**src/logic/pin_mux_pkg.sv**
```systemverilog
// package: register map, field layout and encodings of the port c/d pin mux
package pin_mux_pkg;

   // ************************************************************
   // register byte addresses (word aligned)
   // ************************************************************
   localparam logic [5:0] ADDR_PC_LOW_SEL = 6'h00;
   localparam logic [5:0] ADDR_PC_HIGH_SEL = 6'h04;
   localparam logic [5:0] ADDR_PD_SEL = 6'h08;
   localparam logic [5:0] ADDR_IN_SRC = 6'h0c;
   localparam logic [5:0] ADDR_PORT_A = 6'h10;
   localparam logic [5:0] ADDR_PORT_C = 6'h14;
   localparam logic [5:0] ADDR_PORT_D = 6'h18;
   localparam logic [5:0] ADDR_WAKE = 6'h1c;
   localparam logic [5:0] ADDR_BITOP = 6'h20;

   // ************************************************************
   // reset values
   // ************************************************************
   localparam logic [7:0] SEL_RESET = 8'h00;
   localparam logic [7:0] PORT_RESET = 8'hff;
   localparam logic [7:0] WAKE_RESET = 8'h00;

   // ************************************************************
   // field positions
   // ************************************************************
   localparam int PC3_LSB = 6;
   localparam int PC2_LSB = 4;
   localparam int PC1_LSB = 2;
   localparam int PC0_LSB = 0;
   localparam int PC4_LSB = 0;
   localparam int PD3_LSB = 6;
   localparam int PD1_LSB = 2;
   localparam int IRQ2_SRC_BIT = 5;
   localparam int IRQ1_SRC_BIT = 4;
   localparam int SDI_SRC_BIT = 3;
   localparam int SCK_SRC_BIT = 2;
   localparam int KEEP_SRC_BIT = 1;
   localparam int RX_SRC_BIT = 0;
   localparam logic [7:0] PC_HIGH_IMPL_MASK = 8'h3f;
   localparam logic [7:0] IN_SRC_IMPL_MASK = 8'h3f;

   // bit operation register: [9] set(1)/clear(0), [8] port d, [2:0] bit
   localparam int BITOP_SET_BIT = 9;
   localparam int BITOP_PORTD_BIT = 8;

   // ************************************************************
   // pin function codes
   // ************************************************************
   typedef enum logic [2:0] {
      FN_GPIO,
      FN_SERIAL_OUT,
      FN_SERIAL_IN,
      FN_UART,
      FN_LCD,
      FN_OSC,
      FN_ANALOG
   } pin_fn_t;

   // port c pins 0..4, port d pins 0..3 routing
   typedef struct packed {
      pin_fn_t [4:0] port_c;
      pin_fn_t [3:0] port_d;
   } pin_route_t;

   // peripheral input source steering, resolved to pin levels
   typedef struct packed {
      logic irq1_in;
      logic irq2_in;
      logic sdi_in;
      logic sck_in;
      logic rx_in;
   } periph_in_t;

endpackage

```
**src/logic/pin_mux.sv**
```systemverilog
// pin function multiplexer for ports c and d with source steering
`timescale 1ns/1ns
module pin_mux
(
   input wire logic clk_i,
   input wire logic rst_i,
   input wire logic [5:2] wb_adr_i,
   input wire logic [31:0] wb_dat_i,
   output logic [31:0] wb_dat_o,
   input wire logic wb_we_i,
   input wire logic [3:0] wb_sel_i,
   input wire logic wb_cyc_i,
   input wire logic wb_stb_i,
   output logic wb_ack_o,
   output logic wb_err_o,
   input wire logic sleep_i,
   input wire logic [7:0] port_a_pin_i,
   input wire logic [7:0] port_b_pin_i,
   input wire logic [4:0] port_c_pin_i,
   output logic [4:0] port_c_out_o,
   output logic [4:0] port_c_oe_o,
   output logic [3:0] port_d_oe_o,
   output logic [3:0] port_d_out_o,
   output pin_mux_pkg::pin_route_t route_o,
   output pin_mux_pkg::periph_in_t periph_in_o,
   output logic wake_o
);
   import pin_mux_pkg::*;

   // ************************************************************
   // decode helpers
   // ************************************************************
   function automatic pin_fn_t pc_serial_out_fn(input logic [1:0] f);
      return (f == 2'b10) ? FN_SERIAL_OUT : (f == 2'b11) ? FN_LCD : FN_GPIO;
   endfunction

   function automatic pin_fn_t pc_uart_fn(input logic [1:0] f);
      return (f == 2'b01) ? FN_UART : (f == 2'b10) ? FN_LCD :
         (f == 2'b11) ? FN_OSC : FN_GPIO;
   endfunction

   // reserved codes 01/10 fall back to gpio
   function automatic pin_fn_t pd_fn(input logic [1:0] f);
      return (f == 2'b11) ? FN_ANALOG : FN_GPIO;
   endfunction

   // ************************************************************
   // bus and registers
   // ************************************************************
   logic [7:0] pc_low_sel_reg, pc_high_sel_reg, pd_sel_reg, in_src_reg;
   logic [7:0] pa_data_reg, pa_dir_reg, wake_en_reg;
   logic [4:0] pc_data_reg, pc_dir_reg;
   logic [3:0] pd_data_reg, pd_dir_reg;
   logic [31:0] rd_next;
   logic [5:0] adr;
   logic hit, wr, req;
   logic [7:0] bop_byte, bop_new;
   logic [7:0] pa_s1, pa_s2, pa_s3, pa_clean;
   logic [7:0] pb_s1, pb_s2, pb_s3, pb_clean;
   logic [4:0] pc_s1, pc_s2, pc_s3, pc_clean;

   assign adr = {wb_adr_i, 2'b00};
   assign req = wb_cyc_i && wb_stb_i && !wb_ack_o && !wb_err_o;
   // byte lanes are checked per register, so a direction-only write works
   assign wr = req && wb_we_i && hit;

   always_comb begin
      hit = 1'b1;
      rd_next = 32'h0000_0000;
      if (adr == 6'(ADDR_PC_LOW_SEL)) begin
         rd_next[7:0] = pc_low_sel_reg;
      end else if (adr == 6'(ADDR_PC_HIGH_SEL)) begin
         rd_next[7:0] = pc_high_sel_reg & PC_HIGH_IMPL_MASK;
      end else if (adr == 6'(ADDR_PD_SEL)) begin
         rd_next[7:0] = pd_sel_reg;
      end else if (adr == 6'(ADDR_IN_SRC)) begin
         rd_next[7:0] = in_src_reg & IN_SRC_IMPL_MASK;
      end else if (adr == 6'(ADDR_PORT_A)) begin
         rd_next[23:0] = {pa_clean, pa_dir_reg, pa_data_reg};
      end else if (adr == 6'(ADDR_PORT_C)) begin
         rd_next[20:0] = {pc_clean, 3'h0, pc_dir_reg, 3'h0, pc_data_reg};
      end else if (adr == 6'(ADDR_PORT_D)) begin
         rd_next[11:0] = {pd_dir_reg, 4'h0, pd_data_reg};
      end else if (adr == 6'(ADDR_WAKE)) begin
         rd_next[7:0] = wake_en_reg;
      end else if (adr == 6'(ADDR_BITOP)) begin
         rd_next = 32'h0000_0000;
      end else begin
         hit = 1'b0;
      end
   end

   // single wait-free answer: ack or err one cycle after the request
   always_ff @(posedge clk_i) begin
      if (rst_i) begin
         wb_ack_o <= 1'b0;
         wb_err_o <= 1'b0;
         wb_dat_o <= 32'h0000_0000;
      end else begin
         wb_ack_o <= req && hit;
         wb_err_o <= req && !hit;
         wb_dat_o <= req ? rd_next : 32'h0000_0000;
      end
   end

   // ************************************************************
   // select registers
   // ************************************************************
   // clear at reset
   always_ff @(posedge clk_i) begin
      if (rst_i) begin
         pc_low_sel_reg <= SEL_RESET;
         pc_high_sel_reg <= SEL_RESET;
         pd_sel_reg <= SEL_RESET;
         in_src_reg <= SEL_RESET;
      end else if (wr && wb_sel_i[0]) begin
         if (adr == 6'(ADDR_PC_LOW_SEL)) begin
            pc_low_sel_reg <= wb_dat_i[7:0];
         end else if (adr == 6'(ADDR_PC_HIGH_SEL)) begin
            pc_high_sel_reg <= wb_dat_i[7:0] & PC_HIGH_IMPL_MASK;
         end else if (adr == 6'(ADDR_PD_SEL)) begin
            pd_sel_reg <= wb_dat_i[7:0];
         end else if (adr == 6'(ADDR_IN_SRC)) begin
            in_src_reg <= wb_dat_i[7:0] & IN_SRC_IMPL_MASK;
         end
      end
   end

   // ************************************************************
   // port data and direction, bit set/clear
   // ************************************************************
   // the bit operation reads the stored direction byte, so unchanged bits keep
   // their stored value even if the pin level differs
   assign bop_byte = wb_dat_i[BITOP_PORTD_BIT] ? {4'h0, pd_dir_reg} :
      {3'h0, pc_dir_reg};
   always_comb begin
      bop_new = bop_byte;
      bop_new[wb_dat_i[2:0]] = wb_dat_i[BITOP_SET_BIT];
   end

   always_ff @(posedge clk_i) begin
      if (rst_i) begin
         pa_data_reg <= PORT_RESET;
         pa_dir_reg <= PORT_RESET;
         pc_data_reg <= PORT_RESET[4:0];
         pc_dir_reg <= PORT_RESET[4:0];
         pd_data_reg <= PORT_RESET[3:0];
         pd_dir_reg <= PORT_RESET[3:0];
      end else if (wr) begin
         if (adr == 6'(ADDR_PORT_A)) begin
            pa_data_reg <= wb_sel_i[0] ? wb_dat_i[7:0] : pa_data_reg;
            if (wb_sel_i[1]) begin
               pa_dir_reg <= wb_dat_i[15:8];
            end
         end else if (adr == 6'(ADDR_PORT_C)) begin
            pc_data_reg <= wb_sel_i[0] ? wb_dat_i[4:0] : pc_data_reg;
            if (wb_sel_i[1]) begin
               pc_dir_reg <= wb_dat_i[12:8];
            end
         end else if (adr == 6'(ADDR_PORT_D)) begin
            pd_data_reg <= wb_sel_i[0] ? wb_dat_i[3:0] : pd_data_reg;
            if (wb_sel_i[1]) begin
               pd_dir_reg <= wb_dat_i[11:8];
            end
         end else if (adr == 6'(ADDR_BITOP) && wb_sel_i[0]) begin
            if (wb_dat_i[BITOP_PORTD_BIT]) begin
               pd_dir_reg <= bop_new[3:0];
            end else begin
               pc_dir_reg <= bop_new[4:0];
            end
         end
      end
   end

   // ************************************************************
   // routing
   // ************************************************************
   pin_route_t route_next;
   always_comb begin
      route_next.port_c[3] = pc_serial_out_fn(pc_low_sel_reg[PC3_LSB+:2]);
      route_next.port_c[2] = pc_serial_out_fn(pc_low_sel_reg[PC2_LSB+:2]);
      route_next.port_c[1] = pc_uart_fn(pc_low_sel_reg[PC1_LSB+:2]);
      route_next.port_c[0] = pc_uart_fn(pc_low_sel_reg[PC0_LSB+:2]);
      if (pc_high_sel_reg[PC4_LSB+:2] == 2'b10) begin
         route_next.port_c[4] = FN_SERIAL_IN;
      end else if (pc_high_sel_reg[PC4_LSB+:2] == 2'b11) begin
         route_next.port_c[4] = FN_LCD;
      end else begin
         route_next.port_c[4] = FN_GPIO;
      end
      route_next.port_d[3] = pd_fn(pd_sel_reg[PD3_LSB+:2]);
      route_next.port_d[1] = pd_fn(pd_sel_reg[PD1_LSB+:2]);
      route_next.port_d[2] = FN_GPIO;
      route_next.port_d[0] = FN_GPIO;
   end

   always_ff @(posedge clk_i) begin
      if (rst_i) begin
         route_o <= '0;
         {port_c_oe_o, port_c_out_o, port_d_oe_o, port_d_out_o} <= 18'h0;
      end else begin
         route_o <= route_next;
         for (int i = 0; i < 5; i++) begin
            port_c_oe_o[i] <= !pc_dir_reg[i] &&
               (route_next.port_c[i] == FN_GPIO);
            port_c_out_o[i] <= pc_data_reg[i];
         end
         for (int i = 0; i < 4; i++) begin
            port_d_oe_o[i] <= !pd_dir_reg[i] &&
               (route_next.port_d[i] == FN_GPIO);
            port_d_out_o[i] <= pd_data_reg[i];
         end
      end
   end

   // ************************************************************
   // input synchronisers and steering
   // ************************************************************
   always_ff @(posedge clk_i) begin
      if (rst_i) begin
         {pa_s1, pa_s2, pa_s3, pa_clean} <= '1;
         {pb_s1, pb_s2, pb_s3, pb_clean} <= '1;
         {pc_s1, pc_s2, pc_s3, pc_clean} <= '1;
      end else begin
         pa_s1 <= port_a_pin_i;
         pa_s2 <= pa_s1;
         pa_s3 <= pa_s2;
         pb_s1 <= port_b_pin_i;
         pb_s2 <= pb_s1;
         pb_s3 <= pb_s2;
         pc_s1 <= port_c_pin_i;
         pc_s2 <= pc_s1;
         pc_s3 <= pc_s2;
         // a change counts once stages two and three agree
         for (int i = 0; i < 8; i++) begin
            if (pa_s2[i] == pa_s3[i]) begin
               pa_clean[i] <= pa_s3[i];
            end
            if (pb_s2[i] == pb_s3[i]) begin
               pb_clean[i] <= pb_s3[i];
            end
         end
         for (int i = 0; i < 5; i++) begin
            if (pc_s2[i] == pc_s3[i]) begin
               pc_clean[i] <= pc_s3[i];
            end
         end
      end
   end

   always_ff @(posedge clk_i) begin
      if (rst_i) begin
         periph_in_o <= '1;
      end else begin
         periph_in_o.irq2_in <= in_src_reg[IRQ2_SRC_BIT] ? pa_clean[2] :
            pb_clean[1];
         periph_in_o.irq1_in <= in_src_reg[IRQ1_SRC_BIT] ? pa_clean[1] :
            pb_clean[0];
         periph_in_o.sdi_in <= in_src_reg[SDI_SRC_BIT] ? pa_clean[3] :
            pc_clean[4];
         periph_in_o.sck_in <= in_src_reg[SCK_SRC_BIT] ? pb_clean[6] : 1'b1;
         periph_in_o.rx_in <= in_src_reg[RX_SRC_BIT] ? pc_clean[1] : 1'b1;
      end
   end

   // ************************************************************
   // port a wake-up
   // ************************************************************
   logic [7:0] pa_prev;
   always_ff @(posedge clk_i) begin
      if (rst_i) begin
         wake_en_reg <= WAKE_RESET;
      end else if (wr && wb_sel_i[0] && adr == 6'(ADDR_WAKE)) begin
         wake_en_reg <= wb_dat_i[7:0];
      end
   end

   always_ff @(posedge clk_i) begin
      if (rst_i) begin
         pa_prev <= 8'hff;
         wake_o <= 1'b0;
      end else begin
         pa_prev <= pa_clean;
         wake_o <= sleep_i && |(pa_prev & ~pa_clean & wake_en_reg);
      end
   end

   // ************************************************************
   // checks
   // ************************************************************
   property p_pc_high_top_zero;
      @(posedge clk_i) disable iff (rst_i)
      (wb_ack_o && $past(adr) == 6'(ADDR_PC_HIGH_SEL) && !$past(wb_we_i))
         |-> wb_dat_o[7:6] == 2'b00;
   endproperty
   a_pc_high_top_zero: assert property (p_pc_high_top_zero)
      else $error("pc high select top bits not zero");

   property p_pc3_route;
      @(posedge clk_i) disable iff (rst_i)
      pc_low_sel_reg[7:6] == 2'b11 |=> route_o.port_c[3] == FN_LCD;
   endproperty
   a_pc3_route: assert property (p_pc3_route)
      else $error("pc3 lcd routing missing");

   property p_pc1_osc;
      @(posedge clk_i) disable iff (rst_i)
      pc_low_sel_reg[3:2] == 2'b11 |=> route_o.port_c[1] == FN_OSC;
   endproperty
   a_pc1_osc: assert property (p_pc1_osc)
      else $error("pc1 oscillator routing missing");

   property p_pc0_uart;
      @(posedge clk_i) disable iff (rst_i)
      pc_low_sel_reg[1:0] == 2'b01 |=> route_o.port_c[0] == FN_UART;
   endproperty
   a_pc0_uart: assert property (p_pc0_uart)
      else $error("pc0 uart routing missing");

   property p_pd3_analog;
      @(posedge clk_i) disable iff (rst_i)
      pd_sel_reg[7:6] != 2'b11 |=> route_o.port_d[3] == FN_GPIO;
   endproperty
   a_pd3_analog: assert property (p_pd3_analog)
      else $error("pd3 analog selected without code 11");

   property p_irq2_steer;
      @(posedge clk_i) disable iff (rst_i)
      in_src_reg[5] |=> periph_in_o.irq2_in == $past(pa_clean[2]);
   endproperty
   a_irq2_steer: assert property (p_irq2_steer)
      else $error("second irq not taken from pa2");

   property p_sdi_steer;
      @(posedge clk_i) disable iff (rst_i)
      !in_src_reg[3] |=> periph_in_o.sdi_in == $past(pc_clean[4]);
   endproperty
   a_sdi_steer: assert property (p_sdi_steer)
      else $error("serial data not taken from pc4");

   property p_reset_inputs;
      @(posedge clk_i) $fell(rst_i) |-> pc_dir_reg == 5'h1f &&
         pd_dir_reg == 4'hf && pa_dir_reg == 8'hff;
   endproperty
   a_reset_inputs: assert property (p_reset_inputs)
      else $error("ports not inputs after reset");

   property p_wake_needs_enable;
      @(posedge clk_i) disable iff (rst_i)
      ##1 wake_o |-> $past(sleep_i) && $past(wake_en_reg) != 8'h00;
   endproperty
   a_wake_needs_enable: assert property (p_wake_needs_enable)
      else $error("wake without sleep or enable");

endmodule

```
**config.mk**
```make
export PLATFORM = sky130hd
export DESIGN_NAME = pin_mux
export DESIGN_NICKNAME = d
export VERILOG_FILES = /design/src/logic/pin_mux_pkg.sv /design/src/logic/pin_mux.sv
export SDC_FILE = /design/constraint.sdc
export NUM_CORES = 1
export LEC_CHECK = 0
export BUFFER_PORTS_ARGS = -buffer_cell sky130_fd_sc_hd__buf_2
export CAP_MARGIN = 20
export CORE_MARGIN = 4
export CORE_UTILIZATION = 54
export CTS_CLUSTER_SIZE = 20
export DETAILED_ROUTE_END_ITERATION = 10
export PLACE_DENSITY_LB_ADDON = 0.15
export SYNTH_ARGS = -nofsm -noshare
export SYNTH_HDL_FRONTEND = slang
export SYNTH_SLANG_ARGS = --single-unit
```
**constraint.sdc**
```tcl
create_clock -name clk_i -period 2.53 [get_ports clk_i]
set_input_delay 0.3795 -clock clk_i [delete_from_list [all_inputs] [get_ports clk_i]]
set_output_delay 0.3795 -clock clk_i [all_outputs]
set_load 0.01 [all_outputs]
```
; ---- Word level (Yosys, flattened, before mapping)
; Cells that the tools add are included.
; Widths: inputs -> output; s select.
[totals]
register_bits = 239
in_bits = 67
output_inout_bits = 85
elab_cells = 230
[classes]
magnitude_cmp = 2
n_eq_ne = 42
n_mux = 56
n_bitwise = 11
reduce_logical = 58
[ops]
columns = op, count
row1 = $mux 24, 8
row2 = $mux 3, 15
row3 = $mux 8, 5
row4 = $mux 5, 6
row5 = $eq 2x2->1 const B, 12
row6 = $mux 12, 2
row7 = $logic_not 3->1, 7
row8 = $mux 21, 1
row9 = $logic_and 1x1->1, 19
row10 = $and 8x8->8, 2
row11 = $eq 1x1->1, 16
row12 = $eq 4x3->1 const B, 4
row13 = $mux 4, 4
row14 = $mux 1, 13
row15 = $logic_not 1->1, 12
row16 = $reduce_and 6->1, 2
row17 = $reduce_and 5->1, 2
row18 = $reduce_and 3->1, 3
row19 = $reduce_or 9->1, 1
row20 = $bwmux 8, 1
row21 = $eq 4x2->1 const B, 2
row22 = $not 1->1, 8
row23 = $not 8->8, 1
row24 = $reduce_and 4->1, 2
row25 = 14 further kinds, 21

; ---- Depth between registers and ports, before layout
; Gate-level depths: netlist of run 1.
[logic_depth]
depth_word = 15
ltp_mapped = 7
depth_no_buf = 5

; ---- Least setup slack after synthesis of run 1
; OpenSTA, ideal clock, no wires.
[synth_timing]
kind = input port to flip-flop
startpoint = input port wb_dat_i[8]
endpoint = register pd_dir_reg[1]
arrival_ps = 1511
required_ps = 2401
slack_ps = 890
path_stages = 5
n_path_buf = 1
cell_sequence = clkbuf_1 -> mux2_2 -> mux2_1 -> mux2i_1 -> nand2_1
[synth_between]
elab_chain_cells = 5
[synth_rtl]
columns = element, line_no
row1 = "start, declared", pin_mux.sv:8  ; input wire logic [31:0] wb_dat_i,
row2 = $mux 5, pin_mux.sv:134  ; assign bop_byte = wb_dat_i[BITOP_PORTD_BIT] ? {4'h0, pd_dir_reg} :
row3 = $bwmux 8, pin_mux.sv:138  ; bop_new[wb_dat_i[2:0]] = wb_dat_i[BITOP_SET_BIT];
row4 = $mux 4, pin_mux.sv:166  ; if (wb_dat_i[BITOP_PORTD_BIT]) begin
row5 = $mux 4, pin_mux.sv:165  ; end else if (adr == 6'(ADDR_BITOP) && wb_sel_i[0]) begin
row6 = $mux 4, pin_mux.sv:160  ; end else if (adr == 6'(ADDR_PORT_D)) begin
row7 = "end signal, assigned", pin_mux.sv:148  ; pd_dir_reg <= PORT_RESET[3:0];
row8 = "end signal, assigned", pin_mux.sv:163  ; pd_dir_reg <= wb_dat_i[11:8];
row9 = "end signal, assigned", pin_mux.sv:167  ; pd_dir_reg <= bop_new[3:0];
row10 = "end, declared", pin_mux.sv:53  ; logic [3:0] pd_data_reg, pd_dir_reg;
; Parallel ways exist; a longest one is shown, timed or not. The select of a mux whose other input is x is not followed.
; A chain may end at the register's enable or synchronous reset.

; ---- Worst setup path after layout of run 1
[layout_timing]
startpoint = register wb_err_o
endpoint = register pa_dir_reg[6]
[layout_between]
elab_chain_cells = 5
[layout_rtl]
columns = element, line_no
row1 = "start, declared", pin_mux.sv:15  ; output logic wb_err_o,
row2 = "start signal, assigned", pin_mux.sv:101  ; wb_err_o <= req && !hit;
row3 = $logic_not 1->1, pin_mux.sv:63  ; assign req = wb_cyc_i && wb_stb_i && !wb_ack_o && !wb_err_o;
row4 = $logic_and 1x1->1, pin_mux.sv:63
row5 = $logic_and 1x1->1 (2 in series), pin_mux.sv:65  ; assign wr = req && wb_we_i && hit;
row6 = $reduce_and 3->1 (no source line), -
row7 = "end signal, assigned", pin_mux.sv:153  ; pa_dir_reg <= wb_dat_i[15:8];
row8 = "end, declared", pin_mux.sv:51  ; logic [7:0] pa_data_reg, pa_dir_reg, wake_en_reg;
; Every way passes these cells.

==> impl_metrics.env, run 1 <==
export IMPL_place_area_mm2=0.00815
export IMPL_cap_violations=0
export IMPL_drt_iter0_markers=398
export IMPL_crit_arrival_ps=2080
export IMPL_yosys_area_share_adder_pct=0
export IMPL_cts_root_buffer="clkbuf_16"
export IMPL_cts_hold_repair_buffers=0
export IMPL_cts_tree="built"
export IMPL_setup_tns_ps=0
export IMPL_start_util_pct=54.9
export IMPL_post_cts_buffers=0
export IMPL_antenna_found_initial=0
export IMPL_clkSinkCount=206
export IMPL_hold_path_class="in -> reg"
export IMPL_clkLatencyLatePin_ps=480
export IMPL_vdd_drop_max_uv=538
export IMPL_viasPerCell=5.31
export IMPL_rsz0062_at_grt="false"
export IMPL_clockBufferDepth=3
export IMPL_syn_cell_area_mm2=0.00762
export IMPL_ys_types=55
export IMPL_num_vias=5459
export IMPL_core_mm2=0.0139
export IMPL_cts_buffers=21
export IMPL_grt_max_degree=144
export IMPL_track_usage_pct=20.2
export IMPL_synthFlopType="dfxtp_1"
export IMPL_rows=43
export IMPL_gp_congestion=0.854
export IMPL_wl_mm=16.7
export IMPL_synthMuxAreaShare_pct=10.9
export IMPL_placed_cells=991
export IMPL_cp_required_ps=2880
export IMPL_nets=901
export IMPL_leakage_nw=3.84
export IMPL_post_cts_resized=0
export IMPL_die_y_um=127
export IMPL_synth_compound_area_share_pct=7.71
export IMPL_synth_edf_count=0
export IMPL_path_max_fanout=8
export IMPL_hold_violations=0
export IMPL_dieArea_mm2=0.0161
export IMPL_wire_per_inst_um=16.2
export IMPL_worst_pin_slew_ps=627
export IMPL_hpwl_mm=11.4
export IMPL_num_antenna_cells=0
export IMPL_fmax_mhz=578
export IMPL_path_class="reg -> reg"
export IMPL_synth_xor_area_share_pct=0
export IMPL_overflow=0
export IMPL_io_buffers=109
export IMPL_pin_count=152
export IMPL_drive_above_1_share_pct=29.1
export IMPL_yosys_area_share_simple_pct=21.9
export IMPL_drc=0
export IMPL_end_kind="flip-flop"
export IMPL_largest_reg_flops=24
export IMPL_status="complete, no violations"
export IMPL_synth_cells=740
export IMPL_ys_seq_area_share_pct=54.1
export IMPL_reg_largest_list="wb_dat_o: 24 flops, route_o: 14 flops"
export IMPL_setup_viol=0
export IMPL_synth_warnings=0
export IMPL_finalCritPeriodShare_pct=68.4
export IMPL_synth_async_reset_ratio_pct=0
export IMPL_layoutNonFillerInstCount=1029
export IMPL_skew_ps=16.8
export IMPL_relSlewSlack_pct=57.9
export IMPL_htree_levels=1
export IMPL_firstDrtPassIters=7
export IMPL_synth_area_per_cell_um2=10.3
export IMPL_finalPower_w=0.00672
export IMPL_grt_first_pass_wirelength_mm=26.8
export IMPL_ys_seq_elements=206
export IMPL_powerDensity_mw_per_mm2=759
export IMPL_synth_top_family_by_area="simple AND/OR/NAND/NOR gates"
export IMPL_final_cell_area_mm2=0.00886
export IMPL_grt_pass1_vias=5360
export IMPL_die_w_um=127
export IMPL_clkTransAtPathRegs_ps=60
export IMPL_area_delta_synth_final_pct=16.1
export IMPL_fin_crit_ps=1730
export IMPL_regMostFlops="wb_dat_o"
export IMPL_drv_slew=0
export IMPL_crit_path_start_kind="flip-flop"
export IMPL_rrSetupSlack_ps=800
export IMPL_antenna_left=0
## per-layer routing
metal / vias to the layer above / global-route usage [%] / routed length, µm
met1: 2594 / 26.5 / 7380
met3: 33 / 3.07 / 963
met5: - / 0 / 0
met2: 168 / 34.3 / 7910
met4: 0 / 6.81 / 395
li1: 2664 / - / -
## layout make-up
type	count	area [µm²]
clock buffers	31	583
clock inverters	7	120
fillers	1132	5020
inverters	2	7.51
multi-input cells	484	3160
flip-flops and latches	206	4120
well taps	180	225
repair buffers	119	636
## cells in the final DEF (no fill, tap or decap), drive strengths merged, types with 2 or more instances in the layout
cell type | synthesis | routed
dfxtp | 206 | 206
buf | 44 | 119
nor2 | 84 | 84
nand2 | 59 | 59
mux2i | 56 | 56
or2 | 55 | 55
a21oi | 46 | 46
clkbuf | 22 | 31
o21ai | 26 | 26
nor3 | 21 | 21
conb | 1 | 19
nand3 | 18 | 18
and3 | 17 | 17
nor2b | 14 | 14
a22oi | 10 | 10
mux4 | 9 | 9
nor3b | 8 | 8
nand3b | 6 | 6
mux2 | 6 | 6
a211oi | 4 | 4
and2 | 3 | 3
bufinv | 0 | 3
inv | 2 | 3
and4bb | 3 | 3
nor4 | 3 | 3
nand2b | 2 | 2
o22ai | 2 | 2
clkinv | 0 | 2
## power by group
group          internal [W]  total, W  switching (W)
sequential          0.00329   0.00331      0.0000167
clock               0.00191   0.00310        0.00119
combinational      0.000116  0.000314       0.000198
## cells in the mapped netlist, drive strengths merged, types with 4 or more instances
cell | n | area [µm²]
and3 | 17 | 111
mux2i | 56 | 561
clkbuf | 22 | 82.6
buf | 44 | 318
nor3b | 8 | 60.1
or2 | 55 | 344
nand2 | 59 | 221
o21ai | 26 | 130
a211oi | 4 | 30.0
nor2 | 84 | 350
nor3 | 21 | 140
dfxtp | 206 | 4120
nand3 | 18 | 125
a21oi | 46 | 249
mux2 | 6 | 67.6
nand3b | 6 | 45.0
mux4 | 9 | 203
nor2b | 14 | 87.6
a22oi | 10 | 88.8
## cell families after synthesis
group | Yosys count
flops | 206
mux | 71
compound gates | 95
buf+inv | 68
other cells | 1
simple gates | 299
## final timing paths
check / from / endpoint / cells after the start
setup reg to reg: wb_err_o$_SDFF_PP0_ / pa_dir_reg[6]$_SDFFE_PP1P_ / 6
setup / recovery: wb_err_o$_SDFF_PP0_ / pa_dir_reg[6]$_SDFFE_PP1P_ / 6
hold / removal: port_c_pin_i[1] / pc_s1[1]$_SDFF_PP1_ / 2
hold reg to reg: in_src_reg[0]$_SDFFE_PP0P_ / periph_in_o[0]$_SDFF_PP1_ / 1
## per-stage QoR
| stage | setup slack (ps) | utilization [%] | hold WS, ps |
|---|---|---|---|
| after floorplan | 890 | - | 367 |
| after global placement | 493 | 58.7 | 391 |
| after detailed placement | 461 | 58.7 | 393 |
| after CTS | 790 | 63.8 | 56.2 |
| after global routing | 688 | 63.8 | 62.4 |
| final | 801 | 63.8 | 70.5 |
## critical path, cell delays in order (launching register included)
cell      delay (ps)
dfxtp_1          300
and4bb_2         350
nand3_2          200
buf_4            240
nor2_8           200
mux2i_1          220
nand2_1           70
Power figures use the tool's default switching activity.
==> run 2: changes to the inputs <==
==> constraint.sdc (replaced) <==
create_clock -name clk_i -period 1.6 [get_ports clk_i]
set_input_delay 0.24 -clock clk_i [delete_from_list [all_inputs] [get_ports clk_i]]
set_output_delay 0.24 -clock clk_i [all_outputs]
set_load 0.01 [all_outputs]
==> run 2 against run 1 <==
Compared with the run above:
- final area increased by 5.8%
- hold slack got worse by 56 ps
- register-to-register slack got worse by 760 ps
- routed wire length increased by 5.6%
- largest cell class unchanged
- global-route usage increased by 0.86 points
- critical path type unchanged
- largest power group unchanged
- critical path depth unchanged
- sequential power increased by 58%
- final cell count increased by 5.2%
- combinational power increased by 94%
- core utilization increased by 3.7 points
==> impl_metrics.env, run 2 (synthesis gave the netlist of run 1 again) <==
export IMPL_place_area_mm2=0.00847
export IMPL_rows=43
export IMPL_start_util_pct=54.9
export IMPL_overflow=0
export IMPL_core_mm2=0.0139
export IMPL_wl_mm=17.6
export IMPL_hold_path_class="in -> reg"
export IMPL_drive_above_1_share_pct=31.9
export IMPL_finalCritPeriodShare_pct=97.8
export IMPL_layoutNonFillerInstCount=1083
export IMPL_rsz0062_at_grt="true"
export IMPL_path_max_fanout=10
export IMPL_rrSetupSlack_ps=40
export IMPL_worstReg2RegEnd="pc_data_reg[3]$_SDFFE_PP1P_"
export IMPL_status="complete, no violations"
export IMPL_die_y_um=127
export IMPL_clkTransAtPathRegs_ps=60
export IMPL_post_cts_buffers=0
export IMPL_r2r_start="wb_ack_o$_SDFF_PP0_"
export IMPL_cts_tree="built"
export IMPL_wire_per_inst_um=16.2
export IMPL_drv_slew=0
export IMPL_grt_first_pass_wirelength_mm=27.8
export IMPL_fmax_mhz=639
export IMPL_dieArea_mm2=0.0161
export IMPL_area_delta_synth_final_pct=22.9
export IMPL_clkLatencyLatePin_ps=490
export IMPL_grt_max_degree=119
export IMPL_setup_viol=0
export IMPL_num_vias=5674
export IMPL_whs_endpoint="wake_o$_SDFF_PP0_"
export IMPL_finalPower_w=0.0105
export IMPL_postLayoutCoreUtil_pct=67.5
export IMPL_crit_path_start_kind="flip-flop"
export IMPL_fillers=1086
export IMPL_path_class="reg -> reg"
export IMPL_htree_levels=1
export IMPL_grt_pass1_vias=5609
export IMPL_pin_count=152
export IMPL_placed_cells=1027
export IMPL_fin_crit_ps=1560
export IMPL_reg_largest_list="wb_dat_o: 24 flops, route_o: 14 flops"
export IMPL_clockBufferDepth=3
export IMPL_cap_violations=0
export IMPL_ff2ff_path_depth=6
export IMPL_hpwl_mm=11.9
export IMPL_cp_required_ps=2010
export IMPL_gp_congestion=0.851
export IMPL_antenna_left=0
export IMPL_powerDensity_mw_per_mm2=1120
export IMPL_clkSinkCount=206
export IMPL_regMostFlops="wb_dat_o"
export IMPL_setup_tns_ps=0
export IMPL_num_antenna_cells=0
export IMPL_skew_ps=24.4
export IMPL_leakage_nw=4.10
export IMPL_end_kind="flip-flop"
export IMPL_cts_root_buffer="clkbuf_16"
export IMPL_vdd_drop_max_uv=862
export IMPL_regArea_mm2=0.00412
export IMPL_layout_commonest_cell="dfxtp_1"
export IMPL_multiInputGateArea_mm2=0.00319
export IMPL_viasPerCell=5.24
export IMPL_mostFrequentLayoutCells="dfxtp_1 (206), buf_2 (108), nor2_1 (81)"
export IMPL_firstDrtPassIters=5
export IMPL_hold_violations=0
export IMPL_crit_arrival_ps=1980
export IMPL_drc=0
export IMPL_antenna_found_initial=0
export IMPL_io_buffers=109
export IMPL_min_from="sleep_i"
export IMPL_cts_buffers=21
export IMPL_final_cell_area_mm2=0.00937
export IMPL_die_w_um=127
export IMPL_drt_iter0_markers=366
export IMPL_nets=957
export IMPL_track_usage_pct=21.1
export IMPL_largest_reg_flops=24
export IMPL_hold_depth=2
run 2: how the worst max path moves through the flow:
stage,start,to,cells past startpoint
2_1_floorplan,wb_err_o$_SDFF_PP0_,pc_data_reg[0]$_SDFFE_PP1P_,7
3_3_place_gp,wb_adr_i[3],pa_dir_reg[7]$_SDFFE_PP1P_,7
3_5_place_dp,wb_adr_i[3],pa_dir_reg[6]$_SDFFE_PP1P_,7
4_1_cts,wb_err_o$_SDFF_PP0_,pc_data_reg[3]$_SDFFE_PP1P_,6
5_1_grt,wb_ack_o$_SDFF_PP0_,pc_high_sel_reg[5]$_SDFFE_PP0P_,5
6_report,wb_ack_o$_SDFF_PP0_,pc_data_reg[3]$_SDFFE_PP1P_,6
run 2: cell type report:
cell class,instances,area share [%]
timing repair buffer,174,12.3
multi-input combinational,485,34.1
clock buffer,31,6.54
inverter,2,0.0801
clock inverter,5,0.614
tap,180,2.40
sequential,206,44.0
run 2: worst max-delay path, cell delays in order, from the launching register on:
cell	delay, ps
dfxtp_1	310
and4bb_4	390
and3_4	270
and3_1	220
buf_12	160
nor3_2	50
a21oi_2	110
run 2: through the flow:
step / hold WS [ps] / setup WS, ps
after floorplan: 344 / 58.0
after global routing: 18.8 / -48.2
after CTS: 7.92 / -14.8
final: 14.1 / 35.7
after global placement: 391 / -79.8
after detailed placement: 392 / -128
run 2: metal layers:
metal,global-route usage (%),part of all wire (%),up-vias
met5,0,0,-
met4,6.06,2.2,0
met3,3.62,6.5,35
met2,36.2,49,190
met1,27.4,42,2678
li1,-,-,2771
run 2: power breakdown:
| group | switching, W | total, W | internal [W] |
|---|---|---|---|
| logic | 0.000337 | 0.000609 | 0.000272 |
| clock network | 0.00189 | 0.00470 | 0.00281 |
| registers | 0.0000271 | 0.00523 | 0.00520 |
| total | 0.00226 | 0.0105 | 0.00828 |
run 2: what timing repair did:
action,CTS,global route
pin swaps,1,4
endpoints found under the setup margin,19,59
hold buffers,20,0
gates cloned,0,1
hold endpoints to repair,20,0
resized for setup,3,6
==> run 3: changes to the inputs <==
--- a/config.mk
+++ b/config.mk
@@ -12,6 +12,7 @@
 export CTS_CLUSTER_SIZE = 20
 export DETAILED_ROUTE_END_ITERATION = 10
 export PLACE_DENSITY_LB_ADDON = 0.15
+export REMOVE_ABC_BUFFERS = 1
 export SYNTH_ARGS = -nofsm -noshare
 export SYNTH_HDL_FRONTEND = slang
 export SYNTH_SLANG_ARGS = --single-unit
==> run 3 against run 2 <==
Compared with the run above:
- the flow now finishes with violations (negative setup slack)
- worst setup slack lost 39 ps
- critical path depth shrank 1
- count of clock-buffer cells in the layout shrank 1
- first-iteration DRC count shrank 3.8%
- routed wire length grew 0.35%
- via count grew 1.4%
- non-clock buffer count grew 10
- combinational power grew 2%
- clock skew shrank 17 ps
- register-to-register slack lost 40 ps
- largest power group unchanged
==> impl_metrics.env, run 3 (synthesis gave the netlist of run 1 again) <==
export IMPL_status="finished with violations"
export IMPL_violations="negative setup slack"
export IMPL_htree_levels=1
export IMPL_hpwl_mm=12.2
export IMPL_finalCritPeriodShare_pct=100
export IMPL_whs_endpoint="pc_low_sel_reg[5]$_SDFFE_PP0P_"
export IMPL_p_int_w=0.00867
export IMPL_viasPerCell=5.25
export IMPL_path_max_fanout=8
export IMPL_grt_pass1_vias=5513
export IMPL_regMostFlops="wb_dat_o"
export IMPL_clkLatencyLatePin_ps=490
export IMPL_fin_crit_ps=1600
export IMPL_drive_above_1_share_pct=33.4
export IMPL_path_cells="and4bb_4 > and3_4 > nand3_4 > mux2i_2 > nor2_1"
export IMPL_num_vias=5753
export IMPL_critPathMaxStageDelay_ps=390
export IMPL_setup_tns_ps=-2.84
export IMPL_gp_congestion=0.869
export IMPL_setup_ws_ps=-2.84
export IMPL_drt_iter0_markers=352
export IMPL_grt_max_degree=70
export IMPL_place_area_mm2=0.00849
export IMPL_skew_ps=7.07
export IMPL_crit_arrival_ps=1980
export IMPL_path_class="reg -> reg"
export IMPL_nets=967
export IMPL_firstDrtPassIters=5
export IMPL_final_cell_area_mm2=0.00958
export IMPL_antenna_left=0
export IMPL_core_mm2=0.0139
export IMPL_cts_root_buffer="clkbuf_16"
export IMPL_wire_per_inst_um=16.1
export IMPL_drv_slew=0
export IMPL_wl_mm=17.7
export IMPL_area_delta_synth_final_pct=25.6
export IMPL_powerDensity_mw_per_mm2=1150
export IMPL_rsz0062_at_grt="true"
export IMPL_track_usage_pct=21.4
export IMPL_rows=43
export IMPL_cpLargestDelayFamily="simple AND/OR/NAND/NOR gates"
export IMPL_clockBufferDepth=3
export IMPL_crit_path_start_kind="flip-flop"
export IMPL_p_switching_w=0.00231
export IMPL_hold_path_class="in -> reg"
export IMPL_hold_depth=3
export IMPL_fmax_mhz=624
export IMPL_drc=0
export IMPL_end_kind="flip-flop"
export IMPL_grt_first_pass_wirelength_mm=28.0
export IMPL_rrSetupSlack_ps=-3
export IMPL_ff2ff_path_depth=5
export IMPL_layout_commonest_cell="dfxtp_1"
export IMPL_clkTransAtPathRegs_ps=60
export IMPL_p_comb_share_pct=5.6
export IMPL_reg_largest_list="wb_dat_o: 24 flops, route_o: 14 flops"
export IMPL_swShare_pct=21.1
export IMPL_clkPwrFrac_pct=46.7
export IMPL_min_from="wb_dat_i[5]"
export IMPL_postLayoutCoreUtil_pct=69.0
export IMPL_dieArea_mm2=0.0161
export IMPL_vdd_drop_max_uv=816
export IMPL_overflow=0
export IMPL_worstReg2RegEnd="pd_sel_reg[5]$_SDFFE_PP0P_"
export IMPL_r2r_start="wb_err_o$_SDFF_PP0_"
export IMPL_largest_reg_flops=24
export IMPL_crit_path_top_delay_cell="and4bb_4"
export IMPL_cp_required_ps=1970
export IMPL_antenna_found_initial=0
export IMPL_mostFrequentLayoutCells="dfxtp_1 (205), buf_2 (108), nor2_1 (81)"
export IMPL_die_y_um=127
export IMPL_cts_buffers=21
export IMPL_leakage_nw=4.20
export IMPL_cts_tree="built"
export IMPL_num_antenna_cells=0
export IMPL_worst_path_buf_inv=0
export IMPL_hold_violations=0
export IMPL_cap_violations=0
export IMPL_start_util_pct=54.9
export IMPL_setup_viol=1
export IMPL_die_w_um=127
export IMPL_pin_count=152
export IMPL_pwr_share_seq_pct=47.6
export IMPL_io_buffers=109
export IMPL_clkSinkCount=206
run 3: worst max path at each step:
stage                   startpoint                         endpoint  slack (ps)  depth (start not counted)
2_1_floorplan  wb_err_o$_SDFF_PP0_       pd_dir_reg[1]$_SDFFE_PP1P_        -130                          5
3_3_place_gp           wb_adr_i[5]       pd_dir_reg[2]$_SDFFE_PP1P_         -30                          8
3_5_place_dp           wb_adr_i[3]      pa_data_reg[4]$_SDFFE_PP1P_         -60                          7
4_1_cts        wb_err_o$_SDFF_PP0_       pc_dir_reg[4]$_SDFFE_PP1P_         -40                          6
5_1_grt        wb_err_o$_SDFF_PP0_  pc_high_sel_reg[0]$_SDFFE_PP0P_         -50                          5
6_report       wb_err_o$_SDFF_PP0_       pd_sel_reg[5]$_SDFFE_PP0P_          -3                          5
run 3: stage by stage:
stage                     hold slack [ps]  cells  total power, W  setup slack (ps)
after detailed placement              389   1032         0.00590             -55.5
after CTS                            33.0   1093          0.0111             -43.2
final                                50.0   1095          0.0110             -2.84
after global routing                 50.6   1095          0.0113             -51.8
after global placement                391   1032         0.00588             -25.8
after floorplan                       307    692         0.00556              -126
run 3: what timing repair did:
action,CTS,global route
gates resized for setup,4,18
endpoints found under the hold margin,23,0
setup buffers,0,1
pin swaps,3,13
setup endpoints to repair,13,66
cloned,0,1
hold buffers,23,0
run 3: tightest hold or removal path, stage by stage:
cell,delay (ps)
buf_2,140
nand2_1,60
a21oi_1,50
run 3: per-layer routing:
layer  vias to the layer above  routed length [µm]  part of all wire [%]  track usage [%]
met4                         0                 731                   4.1             9.27
met1                      2700                7370                    42             26.9
met3                        49                1130                   6.4             3.24
met5                         -                   0                     0                0
li1                       2804                   -                     -                -
met2                       200                8410                    48             36.8
run 3: final cells by class:
class | count | area (µm²)
inverters | 2 | 7.51
well taps | 180 | 225
clock inverters | 8 | 125
clock buffers | 30 | 619
fillers | 1030 | 4300
flip-flops and latches | 206 | 4130
multi-input cells | 485 | 3240
repair buffers | 184 | 1240
run 3: power groups by stage:
stage	Combinational, W	Clock (W)	Sequential (W)
2_1_floorplan	0.000215	0	0.00535
3_3_place_gp	0.000545	0	0.00534
3_5_place_dp	0.000554	0	0.00534
4_1_cts	0.000601	0.00523	0.00523
5_1_grt	0.000667	0.00543	0.00523
6_report	0.000620	0.00513	0.00523
